## src/shared/tcil_consts.svh

```systemverilog
// Purpose: Offsets, bits, resets and counts of the timer.
// Assumes: Byte address is four times the index.
// Notes: Rule summary follows.
// Function
// - Timer runs and interrupts during wait.
// - Halt holds count; resumes after interrupt.
// - Halt capture edge arms; sets flag at exit.
// - First capture flag: capture, one-pulse start or PWM restart.
// - Compare events off in PWM; none wake halt.
// - One request line: flag, enable, unmasked.
// - Capture enable gates both capture flags.
// - Compare enable gates both compare flags.
// - Overflow enable gates overflow flag.
// - Second force copies second level out.
// - First force copies first level out.
// - Second level on match; first pin in modes.
// - First capture edge: 0 falling, 1 rising.
// - First level on first compare match.
// - Pin enables route outputs only.
// - One-pulse: capture edge starts single pulse.
// - PWM: width first compare, period second.
// - Clock select: div4, div2, div8, external.
// - No external pin: external select stops counter.
// - Second capture edge: 0 falling, 1 rising.
// - External clock edge: 0 falling, 1 rising.
// - Overflow flag on wrap to zero.
// - PWM second match reloads restart value.
`ifndef TCIL_CONSTS_SVH
`define TCIL_CONSTS_SVH
// Register indices
`define TCIL_IDX_CTL2 8'h11
`define TCIL_IDX_CTL1 8'h12
`define TCIL_IDX_STAT 8'h13
`define TCIL_IDX_CAP1H 8'h14
`define TCIL_IDX_CAP1L 8'h15
`define TCIL_IDX_CMP1H 8'h16
`define TCIL_IDX_CMP1L 8'h17
`define TCIL_IDX_CNTH 8'h18
`define TCIL_IDX_CNTL 8'h19
`define TCIL_IDX_ACNTH 8'h1A
`define TCIL_IDX_ACNTL 8'h1B
`define TCIL_IDX_CAP2H 8'h1C
`define TCIL_IDX_CAP2L 8'h1D
`define TCIL_IDX_CMP2H 8'h1E
`define TCIL_IDX_CMP2L 8'h1F
// Control one bits
`define TCIL_C1_CAP_IE 7
`define TCIL_C1_CMP_IE 6
`define TCIL_C1_OVF_IE 5
`define TCIL_C1_FORCE2 4
`define TCIL_C1_FORCE1 3
`define TCIL_C1_LVL2 2
`define TCIL_C1_EDGE1 1
`define TCIL_C1_LVL1 0
// Control two bits
`define TCIL_C2_PIN1 7
`define TCIL_C2_PIN2 6
`define TCIL_C2_OPM 5
`define TCIL_C2_PWM 4
`define TCIL_C2_CLKH 3
`define TCIL_C2_CLKL 2
`define TCIL_C2_EDGE2 1
`define TCIL_C2_EXT_CLK_EDGE 0
// Status bits
`define TCIL_S_CAP1 7
`define TCIL_S_CMP1 6
`define TCIL_S_OVF 5
`define TCIL_S_CAP2 4
`define TCIL_S_CMP2 3
`define TCIL_S_DIS 2
// Reset and restart values
`define TCIL_CNT_RESTART 16'hFFFC
`define TCIL_CAP_OPM 16'hFFFD
`define TCIL_CNT_MAX 16'hFFFF
`define TCIL_CMP_RESET 16'h8000
`define TCIL_CTL_RESET 8'h00
// Prescale ratios in pclk cycles
`define TCIL_DIV2 4'h2
`define TCIL_DIV4 4'h4
`define TCIL_DIV8 4'h8
`endif

```

## src/shared/tcil_pkg.sv

```systemverilog
// Purpose: Types of the 16-bit timer.
// Assumes: Constants live in tcil_consts.svh.
// Notes: Clock choice encodes the two select bits in order.
package tcil_pkg;
   // Counter clock source
   typedef enum logic [1:0] {
      TCIL_CK_DIV4,
      TCIL_CK_DIV2,
      TCIL_CK_DIV8,
      TCIL_CK_EXT
   } tcil_clk_sel_t;
endpackage

```

## src/rtl/tcil_edge_sync.sv

```systemverilog
// Purpose: Two-flop synchroniser with edge pulses for one pin.
// Assumes: Pin is asynchronous to pclk.
// Notes: Edge detect reads only the second and third flops.
`timescale 1ns/1ps
module tcil_edge_sync (
   input wire logic pclk,
   input wire logic presetn,
   input wire logic pin,
   output logic rise,
   output logic fall
);
   logic meta_q; // First stage, read only by stage two
   logic sync_q; // Settled level
   logic last_q; // Previous settled level

   // Synchroniser chain
   always_ff @(posedge pclk or negedge presetn) begin
      if (!presetn) begin
         meta_q <= 1'b0;
         sync_q <= 1'b0;
         last_q <= 1'b0;
      end else begin
         meta_q <= pin;
         sync_q <= meta_q;
         last_q <= sync_q;
      end
   end

   assign rise = sync_q & ~last_q;
   assign fall = ~sync_q & last_q;
endmodule

```

## src/rtl/tcil_prescale.sv

```systemverilog
// Purpose: Counter tick generator from pclk or external edges.
// Assumes: External edges already synchronised.
// Notes: Frozen divider keeps its phase.
`timescale 1ns/1ps
`include "tcil_consts.svh"
module tcil_prescale #(
   parameter bit HAS_EXT = 1'b1
) (
   input wire logic pclk,
   input wire logic presetn,
   input wire tcil_pkg::tcil_clk_sel_t sel,
   input wire logic freeze,
   input wire logic ext_edge,
   output logic tick
);
   import tcil_pkg::*;
   logic [3:0] div_q; // Cycle count within one prescale period
   logic [3:0] div_d;
   logic [3:0] ratio; // Selected division
   logic int_tick; // Internal period end

   assign ratio = (sel == TCIL_CK_DIV2) ? `TCIL_DIV2 :
                  (sel == TCIL_CK_DIV8) ? `TCIL_DIV8 : `TCIL_DIV4;
   assign int_tick = (div_q >= ratio - 4'h1);
   assign div_d = int_tick ? 4'h0 : div_q + 4'h1;
   // Without the pin the external choice never ticks
   assign tick = ~freeze & ((sel == TCIL_CK_EXT) ? (HAS_EXT & ext_edge)
                                                 : int_tick);

   // Divider runs only while unfrozen
   always_ff @(posedge pclk or negedge presetn) begin
      if (!presetn) begin
         div_q <= 4'h0;
      end else if (!freeze && sel != TCIL_CK_EXT) begin
         div_q <= div_d;
      end
   end
endmodule

```

## src/rtl/tcil_top.sv

```systemverilog
// Purpose: 16-bit timer with two captures, two compares, one-pulse and PWM.
// Assumes: APB slave, zero wait states, byte registers in low data bits.
// Notes: halt_mode and wait_mode are levels from the power controller on pclk.
`timescale 1ns/1ps
`include "tcil_consts.svh"
module tcil_top #(
   parameter bit HAS_EXT = 1'b1
) (
   input wire logic pclk,
   input wire logic presetn,
   input wire logic psel,
   input wire logic penable,
   input wire logic pwrite,
   input wire logic [31:0] paddr,
   input wire logic [31:0] pwdata,
   output logic [31:0] prdata,
   output logic pready,
   output logic pslverr,
   input wire logic capture_in_first,
   input wire logic capture_in_second,
   input wire logic ext_count_clk_pin,
   output logic compare_out_first,
   output logic compare_out_first_en,
   output logic compare_out_second,
   output logic compare_out_second_en,
   input wire logic wait_mode,
   input wire logic halt_mode,
   input wire logic cpu_irq_mask,
   output logic timer_irq
);
   import tcil_pkg::*;

   // Control and status storage
   logic [7:0] ctl1_q; // timer_control_one
   logic [7:0] ctl2_q; // timer_control_two
   logic dis_q; // Software timer disable
   logic [4:0] flag_q; // cap1, cmp1, ovf, cap2, cmp2
   logic [4:0] flag_d;
   logic [4:0] armed_q; // Status read seen with flag set
   logic [4:0] armed_d;
   logic [15:0] cnt_q; // Free-running counter
   logic [15:0] cnt_d;
   logic [15:0] cap1_q; // First capture value
   logic [15:0] cap2_q; // Second capture value
   logic [15:0] cmp1_q; // First compare, as written
   logic [15:0] cmp2_q;
   logic [15:0] act1_q; // Compare values in use
   logic [15:0] act2_q;
   logic inh1_q; // High byte written, low pending
   logic inh2_q;
   logic out1_q; // Compare pin levels
   logic out2_q;
   logic [1:0] halt_arm_q; // Capture edges seen in halt
   logic halt_q; // Previous halt level
   logic [31:0] rdata_q; // Read data held for access phase

   // Control fields
   logic cap_ie, cmp_ie, ovf_ie;
   logic pwm_on, opm_on;
   tcil_clk_sel_t clk_sel;
   assign cap_ie = ctl1_q[`TCIL_C1_CAP_IE];
   assign cmp_ie = ctl1_q[`TCIL_C1_CMP_IE];
   assign ovf_ie = ctl1_q[`TCIL_C1_OVF_IE];
   assign pwm_on = ctl2_q[`TCIL_C2_PWM];
   assign opm_on = ctl2_q[`TCIL_C2_OPM] & ~pwm_on; // PWM takes precedence
   assign clk_sel = tcil_clk_sel_t'(ctl2_q[`TCIL_C2_CLKH:`TCIL_C2_CLKL]);

   // Pin synchronisers, one per input pin
   logic [2:0] pin_vec;
   logic [2:0] pin_rise;
   logic [2:0] pin_fall;
   assign pin_vec = {ext_count_clk_pin, capture_in_second, capture_in_first};
   genvar gi;
   generate
      for (gi = 0; gi < 3; gi++) begin : g_pin
         tcil_edge_sync u_sync (
            .pclk(pclk),
            .presetn(presetn),
            .pin(pin_vec[gi]),
            .rise(pin_rise[gi]),
            .fall(pin_fall[gi])
         );
      end
   endgenerate

   // Selected edges
   logic edge1, edge2, ext_edge;
   assign edge1 = ctl1_q[`TCIL_C1_EDGE1] ? pin_rise[0] : pin_fall[0];
   assign edge2 = ctl2_q[`TCIL_C2_EDGE2] ? pin_rise[1] : pin_fall[1];
   assign ext_edge = ctl2_q[`TCIL_C2_EXT_CLK_EDGE] ? pin_rise[2] : pin_fall[2];

   // Counter tick; wait mode does not freeze, halt and disable do
   logic freeze;
   logic tick;
   assign freeze = halt_mode | dis_q;
   tcil_prescale #(
      .HAS_EXT(HAS_EXT)
   ) u_presc (
      .pclk(pclk),
      .presetn(presetn),
      .sel(clk_sel),
      .freeze(freeze),
      .ext_edge(ext_edge),
      .tick(tick)
   );

   // APB decode
   logic [7:0] idx;
   logic idx_ok, addr_ok, setup, acc, wr, rd;
   assign idx = paddr[9:2];
   assign idx_ok = (idx >= `TCIL_IDX_CTL2) && (idx <= `TCIL_IDX_CMP2L);
   assign addr_ok = idx_ok && (paddr[1:0] == 2'b00) && (paddr[31:10] == 22'h0);
   assign setup = psel & ~penable;
   assign acc = psel & penable;
   assign wr = acc & pwrite & addr_ok;
   assign rd = acc & ~pwrite & addr_ok;
   assign pready = penable;
   assign pslverr = acc & ~addr_ok;
   assign prdata = rdata_q;

   // Accesses with side effects
   logic any_acc;
   logic stat_rd;
   logic [4:0] low_acc; // Low-byte access per flag
   logic w_ctl1, w_ctl2, w_stat, w_c1h, w_c1l, w_c2h, w_c2l, w_cntl;
   assign any_acc = acc & addr_ok;
   assign stat_rd = rd && idx == `TCIL_IDX_STAT;
   assign low_acc[4] = any_acc && idx == `TCIL_IDX_CAP1L;
   assign low_acc[3] = any_acc && idx == `TCIL_IDX_CMP1L;
   assign low_acc[2] = any_acc && idx == `TCIL_IDX_CNTL; // Alternate does not clear
   assign low_acc[1] = any_acc && idx == `TCIL_IDX_CAP2L;
   assign low_acc[0] = any_acc && idx == `TCIL_IDX_CMP2L;
   assign w_ctl1 = wr && idx == `TCIL_IDX_CTL1;
   assign w_ctl2 = wr && idx == `TCIL_IDX_CTL2;
   assign w_stat = wr && idx == `TCIL_IDX_STAT;
   assign w_c1h = wr && idx == `TCIL_IDX_CMP1H;
   assign w_c1l = wr && idx == `TCIL_IDX_CMP1L;
   assign w_c2h = wr && idx == `TCIL_IDX_CMP2H;
   assign w_c2l = wr && idx == `TCIL_IDX_CMP2L;
   assign w_cntl = wr && (idx == `TCIL_IDX_CNTL || idx == `TCIL_IDX_ACNTL);

   // Read mux
   logic [7:0] stat_byte;
   logic [7:0] rbyte;
   assign stat_byte = {flag_q[4:2], flag_q[1:0], dis_q, 2'b00};
   always_comb begin
      case (idx)
         `TCIL_IDX_CTL2: rbyte = ctl2_q;
         `TCIL_IDX_CTL1: rbyte = ctl1_q;
         `TCIL_IDX_STAT: rbyte = stat_byte;
         `TCIL_IDX_CAP1H: rbyte = cap1_q[15:8];
         `TCIL_IDX_CAP1L: rbyte = cap1_q[7:0];
         `TCIL_IDX_CMP1H: rbyte = cmp1_q[15:8];
         `TCIL_IDX_CMP1L: rbyte = cmp1_q[7:0];
         `TCIL_IDX_CNTH, `TCIL_IDX_ACNTH: rbyte = cnt_q[15:8];
         `TCIL_IDX_CNTL, `TCIL_IDX_ACNTL: rbyte = cnt_q[7:0];
         `TCIL_IDX_CAP2H: rbyte = cap2_q[15:8];
         `TCIL_IDX_CAP2L: rbyte = cap2_q[7:0];
         `TCIL_IDX_CMP2H: rbyte = cmp2_q[15:8];
         `TCIL_IDX_CMP2L: rbyte = cmp2_q[7:0];
         default: rbyte = 8'h00;
      endcase
   end

   // Timer events
   logic halt_exit;
   logic match1, match2, wrap;
   logic cap1_ev, cap2_ev, opm_start, pwm_end;
   assign halt_exit = halt_q & ~halt_mode; // Interrupt wake; reset wake resets all
   assign match1 = tick & ~inh1_q & (cnt_q == act1_q);
   assign match2 = tick & ~inh2_q & (cnt_q == act2_q);
   assign wrap = tick & (cnt_q == `TCIL_CNT_MAX);
   assign pwm_end = pwm_on & match2;
   assign opm_start = opm_on & ~halt_mode & edge1;
   // Capture 1 pin does not capture in PWM and one-pulse modes
   assign cap1_ev = (~pwm_on & ~opm_on & ~halt_mode & edge1)
                  | (halt_exit & halt_arm_q[0]);
   assign cap2_ev = (~halt_mode & edge2) | (halt_exit & halt_arm_q[1]);

   // Counter next value
   always_comb begin
      cnt_d = cnt_q;
      if (w_cntl || opm_start || pwm_end) begin
         cnt_d = `TCIL_CNT_RESTART;
      end else if (tick) begin
         cnt_d = cnt_q + 16'h0001;
      end
   end

   // Flag set and clear; a set in the clearing cycle wins
   logic [4:0] flag_set;
   assign flag_set[4] = cap1_ev | opm_start | pwm_end;
   assign flag_set[3] = match1 & ~pwm_on & ~opm_on;
   assign flag_set[2] = wrap;
   assign flag_set[1] = cap2_ev;
   assign flag_set[0] = match2 & ~pwm_on;
   always_comb begin
      armed_d = armed_q;
      flag_d = flag_q;
      for (int i = 0; i < 5; i++) begin
         if (stat_rd && flag_q[i]) begin
            armed_d[i] = 1'b1;
         end else if (low_acc[i]) begin
            armed_d[i] = 1'b0;
         end
         if (flag_set[i]) begin
            flag_d[i] = 1'b1;
         end else if (low_acc[i] && armed_q[i]) begin
            flag_d[i] = 1'b0;
         end
      end
   end

   // Shared request line; masked by the CPU interrupt mask
   logic irq_any;
   assign irq_any = (cap_ie & (flag_q[4] | flag_q[1]))
                  | (cmp_ie & (flag_q[3] | flag_q[0]))
                  | (ovf_ie & flag_q[2]);
   // Wait mode leaves this path live so it can wake the CPU; no halt wake
   assign timer_irq = irq_any & ~cpu_irq_mask;

   // Compare pin levels
   logic lvl1, lvl2, out1_d, out2_d;
   assign lvl1 = ctl1_q[`TCIL_C1_LVL1];
   assign lvl2 = ctl1_q[`TCIL_C1_LVL2];
   always_comb begin
      out1_d = out1_q;
      out2_d = out2_q;
      if (pwm_on) begin
         if (pwm_end) begin
            out1_d = lvl2;
         end else if (match1) begin
            out1_d = lvl1;
         end
      end else if (opm_on) begin
         if (opm_start) begin
            out1_d = lvl2;
         end else if (match1) begin
            out1_d = lvl1;
         end
      end else begin
         if (match1) begin
            out1_d = lvl1;
         end
         if (match2) begin
            out2_d = lvl2;
         end
      end
      if (ctl1_q[`TCIL_C1_FORCE1]) begin
         out1_d = lvl1;
      end
      if (ctl1_q[`TCIL_C1_FORCE2]) begin
         out2_d = lvl2;
      end
   end

   // Pins routed only when enabled; disable parks them
   assign compare_out_first_en = ctl2_q[`TCIL_C2_PIN1] & ~dis_q;
   assign compare_out_second_en = ctl2_q[`TCIL_C2_PIN2] & ~dis_q;
   assign compare_out_first = out1_q & compare_out_first_en;
   assign compare_out_second = out2_q & compare_out_second_en;

   // Control registers and read data
   always_ff @(posedge pclk or negedge presetn) begin
      if (!presetn) begin
         ctl1_q <= `TCIL_CTL_RESET;
         ctl2_q <= `TCIL_CTL_RESET;
         dis_q <= 1'b0;
         rdata_q <= 32'h0000_0000;
      end else begin
         if (w_ctl1) begin
            ctl1_q <= pwdata[7:0];
         end
         if (w_ctl2) begin
            ctl2_q <= pwdata[7:0];
         end
         if (w_stat) begin
            dis_q <= pwdata[`TCIL_S_DIS];
         end
         if (setup) begin
            rdata_q <= {24'h00_0000, rbyte};
         end
      end
   end

   // Counter, flags and pin levels
   always_ff @(posedge pclk or negedge presetn) begin
      if (!presetn) begin
         cnt_q <= `TCIL_CNT_RESTART;
         flag_q <= 5'h00;
         armed_q <= 5'h00;
         out1_q <= 1'b0;
         out2_q <= 1'b0;
      end else begin
         cnt_q <= cnt_d;
         flag_q <= flag_d;
         armed_q <= armed_d;
         out1_q <= out1_d;
         out2_q <= out2_d;
      end
   end

   // Capture values; one-pulse start loads a fixed value
   always_ff @(posedge pclk or negedge presetn) begin
      if (!presetn) begin
         cap1_q <= 16'h0000;
         cap2_q <= 16'h0000;
      end else begin
         if (opm_start) begin
            cap1_q <= `TCIL_CAP_OPM;
         end else if (cap1_ev) begin
            cap1_q <= cnt_q;
         end
         if (cap2_ev) begin
            cap2_q <= cnt_q;
         end
      end
   end

   // Halt tracking and capture arming
   always_ff @(posedge pclk or negedge presetn) begin
      if (!presetn) begin
         halt_q <= 1'b0;
         halt_arm_q <= 2'b00;
      end else begin
         halt_q <= halt_mode;
         if (halt_exit) begin
            halt_arm_q <= 2'b00;
         end else if (halt_mode) begin
            // Capture 1 arms only in plain capture mode
            if (edge1 && !pwm_on && !opm_on) begin
               halt_arm_q[0] <= 1'b1;
            end
            if (edge2) begin
               halt_arm_q[1] <= 1'b1;
            end
         end
      end
   end

   // Compare registers; high write inhibits until low write
   always_ff @(posedge pclk or negedge presetn) begin
      if (!presetn) begin
         cmp1_q <= `TCIL_CMP_RESET;
         cmp2_q <= `TCIL_CMP_RESET;
         inh1_q <= 1'b0;
         inh2_q <= 1'b0;
      end else begin
         if (w_c1h) begin
            cmp1_q[15:8] <= pwdata[7:0];
            inh1_q <= 1'b1;
         end
         if (w_c1l) begin
            cmp1_q[7:0] <= pwdata[7:0];
            inh1_q <= 1'b0;
         end
         if (w_c2h) begin
            cmp2_q[15:8] <= pwdata[7:0];
            inh2_q <= 1'b1;
         end
         if (w_c2l) begin
            cmp2_q[7:0] <= pwdata[7:0];
            inh2_q <= 1'b0;
         end
      end
   end

   // Active compare values; PWM reloads only at period end to avoid spikes
   always_ff @(posedge pclk or negedge presetn) begin
      if (!presetn) begin
         act1_q <= `TCIL_CMP_RESET;
         act2_q <= `TCIL_CMP_RESET;
      end else if (!pwm_on || pwm_end) begin
         act1_q <= cmp1_q;
         act2_q <= cmp2_q;
      end
   end

   // Wait mode needs no logic: the timer simply keeps running
   logic unused_wait;
   assign unused_wait = wait_mode;
endmodule

```

## config.mk

```make
export PLATFORM = sky130hd
export DESIGN_NAME = tcil_top
export DESIGN_NICKNAME = d
export VERILOG_FILES = /design/src/shared/tcil_pkg.sv /design/src/rtl/tcil_edge_sync.sv /design/src/rtl/tcil_prescale.sv /design/src/rtl/tcil_top.sv
export VERILOG_INCLUDE_DIRS = /design/src /design/src/shared
export SDC_FILE = /design/constraint.sdc
export NUM_CORES = 1
export LEC_CHECK = 0
export BUFFER_PORTS_ARGS = -buffer_cell sky130_fd_sc_hd__buf_2
export CAP_MARGIN = 20
export CORE_ASPECT_RATIO = 0.75
export CORE_MARGIN = 3
export CORE_UTILIZATION = 38
export CTS_CLUSTER_SIZE = 8
export DETAILED_ROUTE_END_ITERATION = 8
export HOLD_SLACK_MARGIN = 0.08
export PLACE_DENSITY = 0.55
export SLEW_MARGIN = 20
export SYNTH_ARGS = -nofsm -noshare
export SYNTH_HDL_FRONTEND = slang
export SYNTH_SLANG_ARGS = --single-unit
```

## constraint.sdc

```tcl
create_clock -name pclk -period 3 [get_ports pclk]
set_input_delay 0.6 -clock pclk [delete_from_list [all_inputs] [get_ports pclk]]
set_output_delay 0.6 -clock pclk [all_outputs]
set_load 0.05 [all_outputs]
```

After elaboration in Yosys (flattened, before gate mapping)

Cells that the tools add are included.

Input bits: 75
Register bits: 167
Output and inout bits: 39

$lt $le $gt $ge: 3
Reduce and logical (&&, ||, !) cells: 62
Equal/unequal tests: 24
$add $sub $neg: 3
Mux-type cells: 50
Bitwise gates (word level): 68

Operators by type and width:

| operator              | count |
|---|---|
| $eq 8x5->1 const B    | 15 |
| $pmux 8 s13           | 1 |
| $mux 16               | 4 |
| $and 1x1->1           | 42 |
| $mux 1                | 40 |
| $reduce_bool 2->1     | 18 |
| $eq 16x16->1          | 2 |
| $logic_and 1x1->1     | 30 |
| $logic_not 22->1      | 1 |
| $not 1->1             | 17 |
| $add 16x1->16 const B | 1 |
| $eq 16x16->1 const B  | 1 |
| $mux 4                | 3 |
| $or 1x1->1            | 9 |
| $ge 8x5->1 const B    | 1 |
| $le 8x5->1 const B    | 1 |
| $ne 2x2->1 const B    | 3 |
| $add 4x1->4 const B   | 1 |
| $eq 2x2->1 const B    | 2 |
| $ge 4x4->1            | 1 |
| $logic_or 1x1->1      | 4 |
| $mux 2                | 2 |
| $reduce_and 2->1      | 2 |
| $reduce_or 2->1       | 2 |
| other kinds (5)       | 7 |

Depth between registers and ports, before layout

Gate-level depths: netlist of run 1.

Depth after elaboration: 14
Gate-level depth with buffers: 10
Mapped depth without buffers: 8

By module

A second synthesis of run 1 with hierarchy kept.

Cells, all modules: 787
Area total of the unflattened synthesis: 8,493.1 µm²

Modules (own cells, without submodules):

| module         | sequential area each (µm²) | cells an instance | times used | area an instance (µm²) |
|---|---|---|---|---|
| tcil_top       | 3,876.2                    | 735               | 1          | 7,903.8 |
| tcil_prescale  | 100.1                      | 37                | 1          | 319.1 |
| tcil_edge_sync | 75.1                       | 5                 | 3          | 90.1 |

Worst setup path after synthesis of run 1

OpenSTA, ideal clock, no wires.

Path kind: input-to-output
From: in paddr[2]
To: out pslverr
Setup slack: 0.144 ns
Data required time: 2.400 ns
Data arrival time: 2.256 ns
Stages on the path: 5
Path through: clkbuf_1 -> o41ai_1 -> or3_1 -> buf_6 -> nor2b_1

Cells in the longest elaborated chain, start to end: 6
Elaborated cells between the ends (all ways): 7
Those cells by class: order compare (2); bitwise (2); reduce/logical (3)

Ends and longest elaborated chain:

| element                                            | line            | source |
|---|---|---|
| from (decl)                                        | tcil_top.sv:14  | `input wire logic [31:0] paddr,` |
| $ge 8x5->1 (no line) or $le 8x5->1 (tied branches) | -               |  |
| $logic_and 1x1->1 (*)                              | tcil_top.sv:111 | `` assign idx_ok = (idx >= `TCIL_IDX_CTL2) && (idx <= `TCIL_IDX_CMP2L); `` |
| $logic_and 1x1->1 (*) (2 in series)                | tcil_top.sv:112 | `assign addr_ok = idx_ok && (paddr[1:0] == 2'b00) && (paddr[31:10] == 22'h0);` |
| $not 1->1 (*)                                      | tcil_top.sv:118 | `assign pslverr = acc & ~addr_ok;` |
| $and 1x1->1 (*)                                    | tcil_top.sv:118 |  |
| to (decl)                                          | tcil_top.sv:18  | `output logic pslverr,` |

Every way passes the cells marked *; elsewhere a longest branch is shown, timed or not.

Worst setup path after layout of run 1

From: in paddr[3]
To: out pslverr

The elaborated chain is that of the path after synthesis.

==> results of run 1 <==
state kept, by name, summed over array words and instances, names as in the netlist, 4 cells and up:
signal and cells:
ctl2_q 8, cnt_q 16, armed_q 5, cap1_q 16, act1_q 16, u_presc.div_q 4
act2_q 16, prdata 8, cmp2_q 16, ctl1_q 8, cap2_q 16, cmp1_q 16
flag_q 5
stage by stage:
step	util [%]	instances	setup WS (ps)
after floorplan	-	772	144
after global placement	42.9	1086	84.7
after detailed placement	42.9	1086	40.1
after CTS	45.7	1116	195
after global routing	45.7	1116	108
final	45.7	1116	205
power by group:
group	switching (mW)	internal [mW]
registers	0.121	2.37
clock network	0.966	1.34
logic	0.455	0.257
cells in the mapped netlist, types with 10 or more instances:
cell      number
a21oi_1       12
a22o_1        11
a22oi_1       10
buf_4         25
clkbuf_1      36
dfrtp_1      149
dfstp_2       18
inv_1         12
mux2_2        98
mux4_2        10
nand2_1       79
nand3_1       33
nand4_1       16
nor2_1        21
nor2b_1       10
nor4_1        10
o21ai_0       26
xnor2_1       28
xor2_1        17
cells by family after synthesis:
family	share of synthesized area, %
simple gates	14.3
flops	49.3
mux	18.2
compound gates	7.75
buf+inv	5.03
xor+xnor	4.62
fa+ha+maj	0.733
other cells	0.0880
final cells by class:
cell class | instances | area, µm²
fill | 1997 | 11700
sequential | 167 | 4200
multi-input combinational | 520 | 3990
timing repair buffer | 99 | 664
clock buffer | 18 | 439
tap | 288 | 360
clock inverter | 12 | 166
inverter | 12 | 45.0
worst register-to-register path, stage by stage, from the launching register on:
cell	delay [ps]
dfrtp_1	430
nand2b_1	180
ha_1	270
nand2_1	60
o211ai_1	360
nand3_1	260
o31a_1	480
and2_1	220
buf_4	200
nand2_1	100
path summary, 6_finish.rpt:
| kind | from | to | slack [ps] | cells after the start |
|---|---|---|---|---|
| setup / recovery | paddr[3] | pslverr | 210 | 6 |
| hold / removal | presetn | g_pin[2].u_sync.sync_q$_DFF_PN0_ | 140 | 1 |
| setup reg to reg | ctl2_q[2]$_DFFE_PN0P_ | cnt_q[6]$_DFFE_PN1P_ | 380 | 9 |
| hold reg to reg | g_pin[0].u_sync.meta_q$_DFF_PN0_ | g_pin[0].u_sync.sync_q$_DFF_PN0_ | 350 | 0 |
| max in group asynchronous | presetn | cnt_q[6]$_DFFE_PN1P_ | 2090 | 2 |
| min in group pclk | capture_in_first | g_pin[0].u_sync.meta_q$_DFF_PN0_ | 280 | 1 |
per-layer routing:
| layer | up-vias | track usage [%] | wire [µm] |
|---|---|---|---|
| met5 | - | 0 | 0 |
| met3 | 45 | 7.68 | 2760 |
| met1 | 3132 | 31.3 | 11600 |
| li1 | 2755 | - | - |
| met2 | 290 | 30.2 | 10400 |
| met4 | 0 | 6.79 | 556 |
==> flow_metrics.py, run 1 <==
metrics = {
    "place": {
        "gp_congestion": 0.918,
        "dp_hpwl_um": 18200,
        "port_buffers": 64,
        "place_area_um2": 9260,
    },
    "sta": {
        "fmax_ghz": 0.358,
        "hold_ws_ps": 136,
        "slew_headroom_pct": 38.5,
        "rsz0062_at_grt": "no",
        "hold_viol": 0,
        "setup_viol": 0,
        "finalCritPeriodShare_pct": 93.2,
        "tightest_slew_ps": 923,
        "clock_skew_ps": 11.1,
        "slew_violations": 0,
        "period_minus_slack_ps": 2790,
        "fin_setup_tns_ps": 0,
    },
    "critical_path": {
        "startpoint_type": "primary input",
        "cp_max_fo": 4,
        "endpoint_kind": "primary output",
        "crit_buf_inv": 3,
        "slowest_stage": "o41ai_1",
        "cpMostUsedCell": "buf_2",
        "crit_family": "compound AO/OA/AOI/OAI gates",
        "slowest_delay_ps": 620,
        "critPathArrivalTime_ps": 2190,
        "crit_type": "in2out",
        "cp.required_ps": 2400,
        "crit_path_cell_trace": "buf_2, o41ai_1, or3_1, buf_4, nor2b_1, buf_2",
    },
    "layout": {
        "drive_above_1_share_pct": 33.3,
        "final_common_cell": "dfrtp_1",
        "layout_common_cells": "dfrtp_1, mux2_2, nand2_1",
        "antennaDiodeCount": 0,
        "final_area_um2": 9860,
        "area_growth_pct": 15.6,
        "final_nets": 897,
    },
    "global_route": {
        "grt_pass1_vias": 6365,
        "grt_usage_pct": 21.6,
        "overflow": 0,
        "grt_pass1_wl_um": 38600,
        "antenna_found_initial": 0,
        "grt_max_degree": 60,
    },
    "die": {
        "die_w_um": 179,
        "ios": 114,
        "fp-row-count": 46,
        "start_util_pct": 39.5,
        "core-area_um2": 21600,
        "die_h_um": 136,
        "design.die.area_um2": 24300,
    },
    "clock_tree": {
        "insertion_delay_ps": 430,
        "path_clk_slew_ps": 70,
        "cts.path.max_buffers": 2,
        "postCtsHoldBufs": 0,
        "clock_sinks": 167,
        "clock-root-buffer": "clkbuf_16",
        "cts_buffers": 17,
        "cts_tree": "yes",
        "cts-htree-levels": 4,
        "post_cts_resize_count": 0,
        "cts_setup_buffers": 0,
    },
    "min_path": {
        "hold_class": "in2async",
    },
    "yosys": {
        "synth-main-ff-cell": "dfrtp_1",
        "yosysUniqueCellTypes": 60,
        "synthCells": 749,
        "syn_area_per_cell_um2": 11.4,
        "synth_seq_cells": 167,
        "async_flop_share_pct": 100,
        "netlist.area_leader.share_pct": 43.7,
        "synth_area_leader_cell": "dfrtp_1",
        "netlist_top_cells_area": "dfrtp_1, mux2_2, dfstp_2",
        "ys_seq_area_share_pct": 49.3,
        "yosysWarningCount": 0,
        "synth_edf_count": 0,
        "synth_area_um2": 8530,
    },
    "power": {
        "cellLeakagePower_nw": 4.73,
        "total_power_mw": 5.51,
        "ir_worst_vdd_uv": 344,
        "p_per_area_nw_per_um2": 558,
    },
    "outcome": {
        "status": "finished, final reports clean",
    },
    "route": {
        "routedWlPerCell_um": 22.8,
        "first_iter_violations": 437,
        "postRouteAntennaNets": 0,
        "post-route-drc-count": 0,
        "num_vias": 6222,
        "routed_via_density": 5.58,
        "first_pass_iters": 5,
        "routed_wl_um": 25400,
    },
    "job": {
        "maxCapViolations": 0,
    },
}
Power figures use the tool's default switching activity.
==> inputs of run 2 (changes only) <==
--- a/config.mk
+++ b/config.mk
@@ -8,13 +8,15 @@
 export LEC_CHECK = 0
 export BUFFER_PORTS_ARGS = -buffer_cell sky130_fd_sc_hd__buf_2
 export CAP_MARGIN = 20
+export CELL_PAD_IN_SITES_DETAIL_PLACEMENT = 0
+export CELL_PAD_IN_SITES_GLOBAL_PLACEMENT = 2
 export CORE_ASPECT_RATIO = 0.75
 export CORE_MARGIN = 3
-export CORE_UTILIZATION = 38
+export CORE_UTILIZATION = 30
 export CTS_CLUSTER_SIZE = 8
 export DETAILED_ROUTE_END_ITERATION = 8
 export HOLD_SLACK_MARGIN = 0.08
-export PLACE_DENSITY = 0.55
+export PLACE_DENSITY = 0.63
 export SLEW_MARGIN = 20
 export SYNTH_ARGS = -nofsm -noshare
 export SYNTH_HDL_FRONTEND = slang
==> run 2 against run 1 <==
  * Hold slack better by 70 ps
  * Clock power down 3%
  * Via count down 0.77%
  * Cell area up 1.8%
  * First-iteration DRC count up 34%
  * Global-route usage down 3.8 points
  * Non-clock buffer count up 6
  * Worst setup slack better by 37 ps
  * Die area up 26%
  * Cell count up 8.8%
  * Count of clock-buffer cells in the layout up 2
  * Total power down 1.3%
==> flow_metrics.py, run 2 (synthesis gave the netlist of run 1 again) <==
metrics = {
    "sta": {
        "hold_viol": 0,
        "setup_viol": 0,
        "fin_setup_tns_ps": 0,
        "fin_ws_ps": 242,
        "period_minus_slack_ps": 2760,
        "slew_headroom_pct": 41.4,
        "fmax_ghz": 0.363,
        "tightest_slew_ps": 879,
        "rsz0062_at_grt": "no",
        "finalCritPeriodShare_pct": 91.9,
        "slew_violations": 0,
        "clock_skew_ps": 12.6,
        "hold_ws_ps": 206,
    },
    "layout": {
        "area_growth_pct": 17.7,
        "antennaDiodeCount": 0,
        "n_fill_cell": 2742,
        "final_nets": 903,
        "drive_above_1_share_pct": 33.9,
        "layout_common_cells": "dfrtp_1, mux2_2, nand2_1",
        "final_common_cell": "dfrtp_1",
        "instances_no_fill": 1214,
    },
    "route": {
        "post-route-drc-count": 0,
        "postRouteAntennaNets": 0,
        "num_vias": 6174,
        "routedWlPerCell_um": 22.5,
        "routed_via_density": 5.09,
        "first_pass_iters": 7,
        "first_iter_violations": 584,
        "routed_wl_um": 27300,
    },
    "clock_tree": {
        "postCtsHoldBufs": 0,
        "post_cts_resize_count": 0,
        "cts-htree-levels": 4,
        "cts.path.max_buffers": 2,
        "cts_buffers": 17,
        "clock_sinks": 167,
        "insertion_delay_ps": 430,
        "path_clk_slew_ps": 60,
        "clock-root-buffer": "clkbuf_16",
        "cts_tree": "yes",
        "cts_setup_buffers": 0,
    },
    "die": {
        "die_w_um": 201,
        "fp-row-count": 52,
        "core-area_um2": 27500,
        "die_h_um": 152,
        "design.die.area_um2": 30500,
        "start_util_pct": 31.1,
        "ios": 114,
    },
    "min_path": {
        "hold_class": "in2async",
    },
    "critical_path": {
        "cpMostUsedCell": "buf_2",
        "cp_max_fo": 4,
        "endpoint_kind": "primary output",
        "slowest_delay_ps": 430,
        "critPathArrivalTime_ps": 2160,
        "crit_family": "simple AND/OR/NAND/NOR gates",
        "crit_buf_inv": 3,
        "cp.required_ps": 2400,
        "crit_path_cell_trace": "buf_2, nor4_1, nand4_1, or3_1, buf_4, nor2b_1, buf_2",
        "startpoint_type": "primary input",
        "slowest_stage": "or3_1",
        "crit_type": "in2out",
    },
    "power": {
        "swShare_pct": 28.6,
        "ir_worst_vdd_uv": 386,
        "netSwitchingPower_mw": 1.55,
        "p_seq_share_pct": 46.3,
        "clkPwrFrac_pct": 41.2,
        "cellLeakagePower_nw": 4.75,
        "p_per_area_nw_per_um2": 542,
        "internal-power_mw": 3.88,
        "combPwrFrac_pct": 12.6,
    },
    "place": {
        "gp_congestion": 0.829,
        "port_buffers": 64,
        "place_inst": 1182,
        "dp_hpwl_um": 19900,
        "place_ws_ps": -1.51,
    },
    "global_route": {
        "overflow": 0,
        "grt_usage_pct": 17.8,
        "antenna_found_initial": 0,
        "grt_max_degree": 71,
        "grt_pass1_wl_um": 41000,
        "grt_pass1_vias": 6294,
    },
    "job": {
        "maxCapViolations": 0,
    },
    "outcome": {
        "status": "finished, final reports clean",
    },
}
-- run 2: cell count changes in the layout (fill, tap and decap cells not counted), sizes merged --
cell	change
bufinv	-1
inv	-2
clkinv	+2
clkinvlp	+1
clkbuf	+2
buf	+6
-- run 2: area by class of cell --
cell class / count / area, µm² / area share, %
multi-input cells: 520 / 3990 / 39.8
repair buffers: 105 / 734 / 7.32
flip-flops and latches: 167 / 4200 / 41.9
clock inverters: 12 / 145 / 1.45
clock buffers: 20 / 447 / 4.45
well taps: 378 / 473 / 4.71
inverters: 12 / 45.0 / 0.449
-- run 2: power groups by stage --
stage	Clock (mW)	Combinational, mW	Sequential (mW)
after floorplan	0	0.508	2.45
after global placement	0	0.670	2.55
after detailed placement	0	0.685	2.55
after CTS	2.29	0.689	2.51
after global routing	2.39	0.761	2.53
final	2.24	0.684	2.51
-- run 2: per-layer routing --
layer	vias up	share of wire [%]	GRT usage, %
met5	-	0	0
met2	182	42	25.4
met1	3203	50	27.0
li1	2766	-	-
met3	23	6.2	3.93
met4	0	2.1	5.22
-- run 2: final timing paths --
kind	from	slack (ps)	depth (start not counted)	to
worst max-delay path	paddr[1]	240	7	pslverr
worst min-delay path	presetn	210	1	halt_arm_q[1]$_DFFE_PN0P_
worst max register to register	cnt_q[5]$_DFFE_PN1P_	280	7	act2_q[8]$_DFFE_PN0P_
worst min register to register	g_pin[1].u_sync.meta_q$_DFF_PN0_	350	0	g_pin[1].u_sync.sync_q$_DFF_PN0_
max in group asynchronous	presetn	2020	2	cmp2_q[15]$_DFFE_PN1P_
min in group pclk	capture_in_first	270	1	g_pin[0].u_sync.meta_q$_DFF_PN0_
-- run 2: stage by stage --
step                      area [µm²]  power (mW)  utilization [%]
after floorplan                 8620        2.96                -
after global placement          9450        3.22             34.4
after detailed placement        9450        3.24             34.4
after CTS                      10000        5.49             36.6
after global routing           10000        5.68             36.6
final                          10000        5.44             36.6
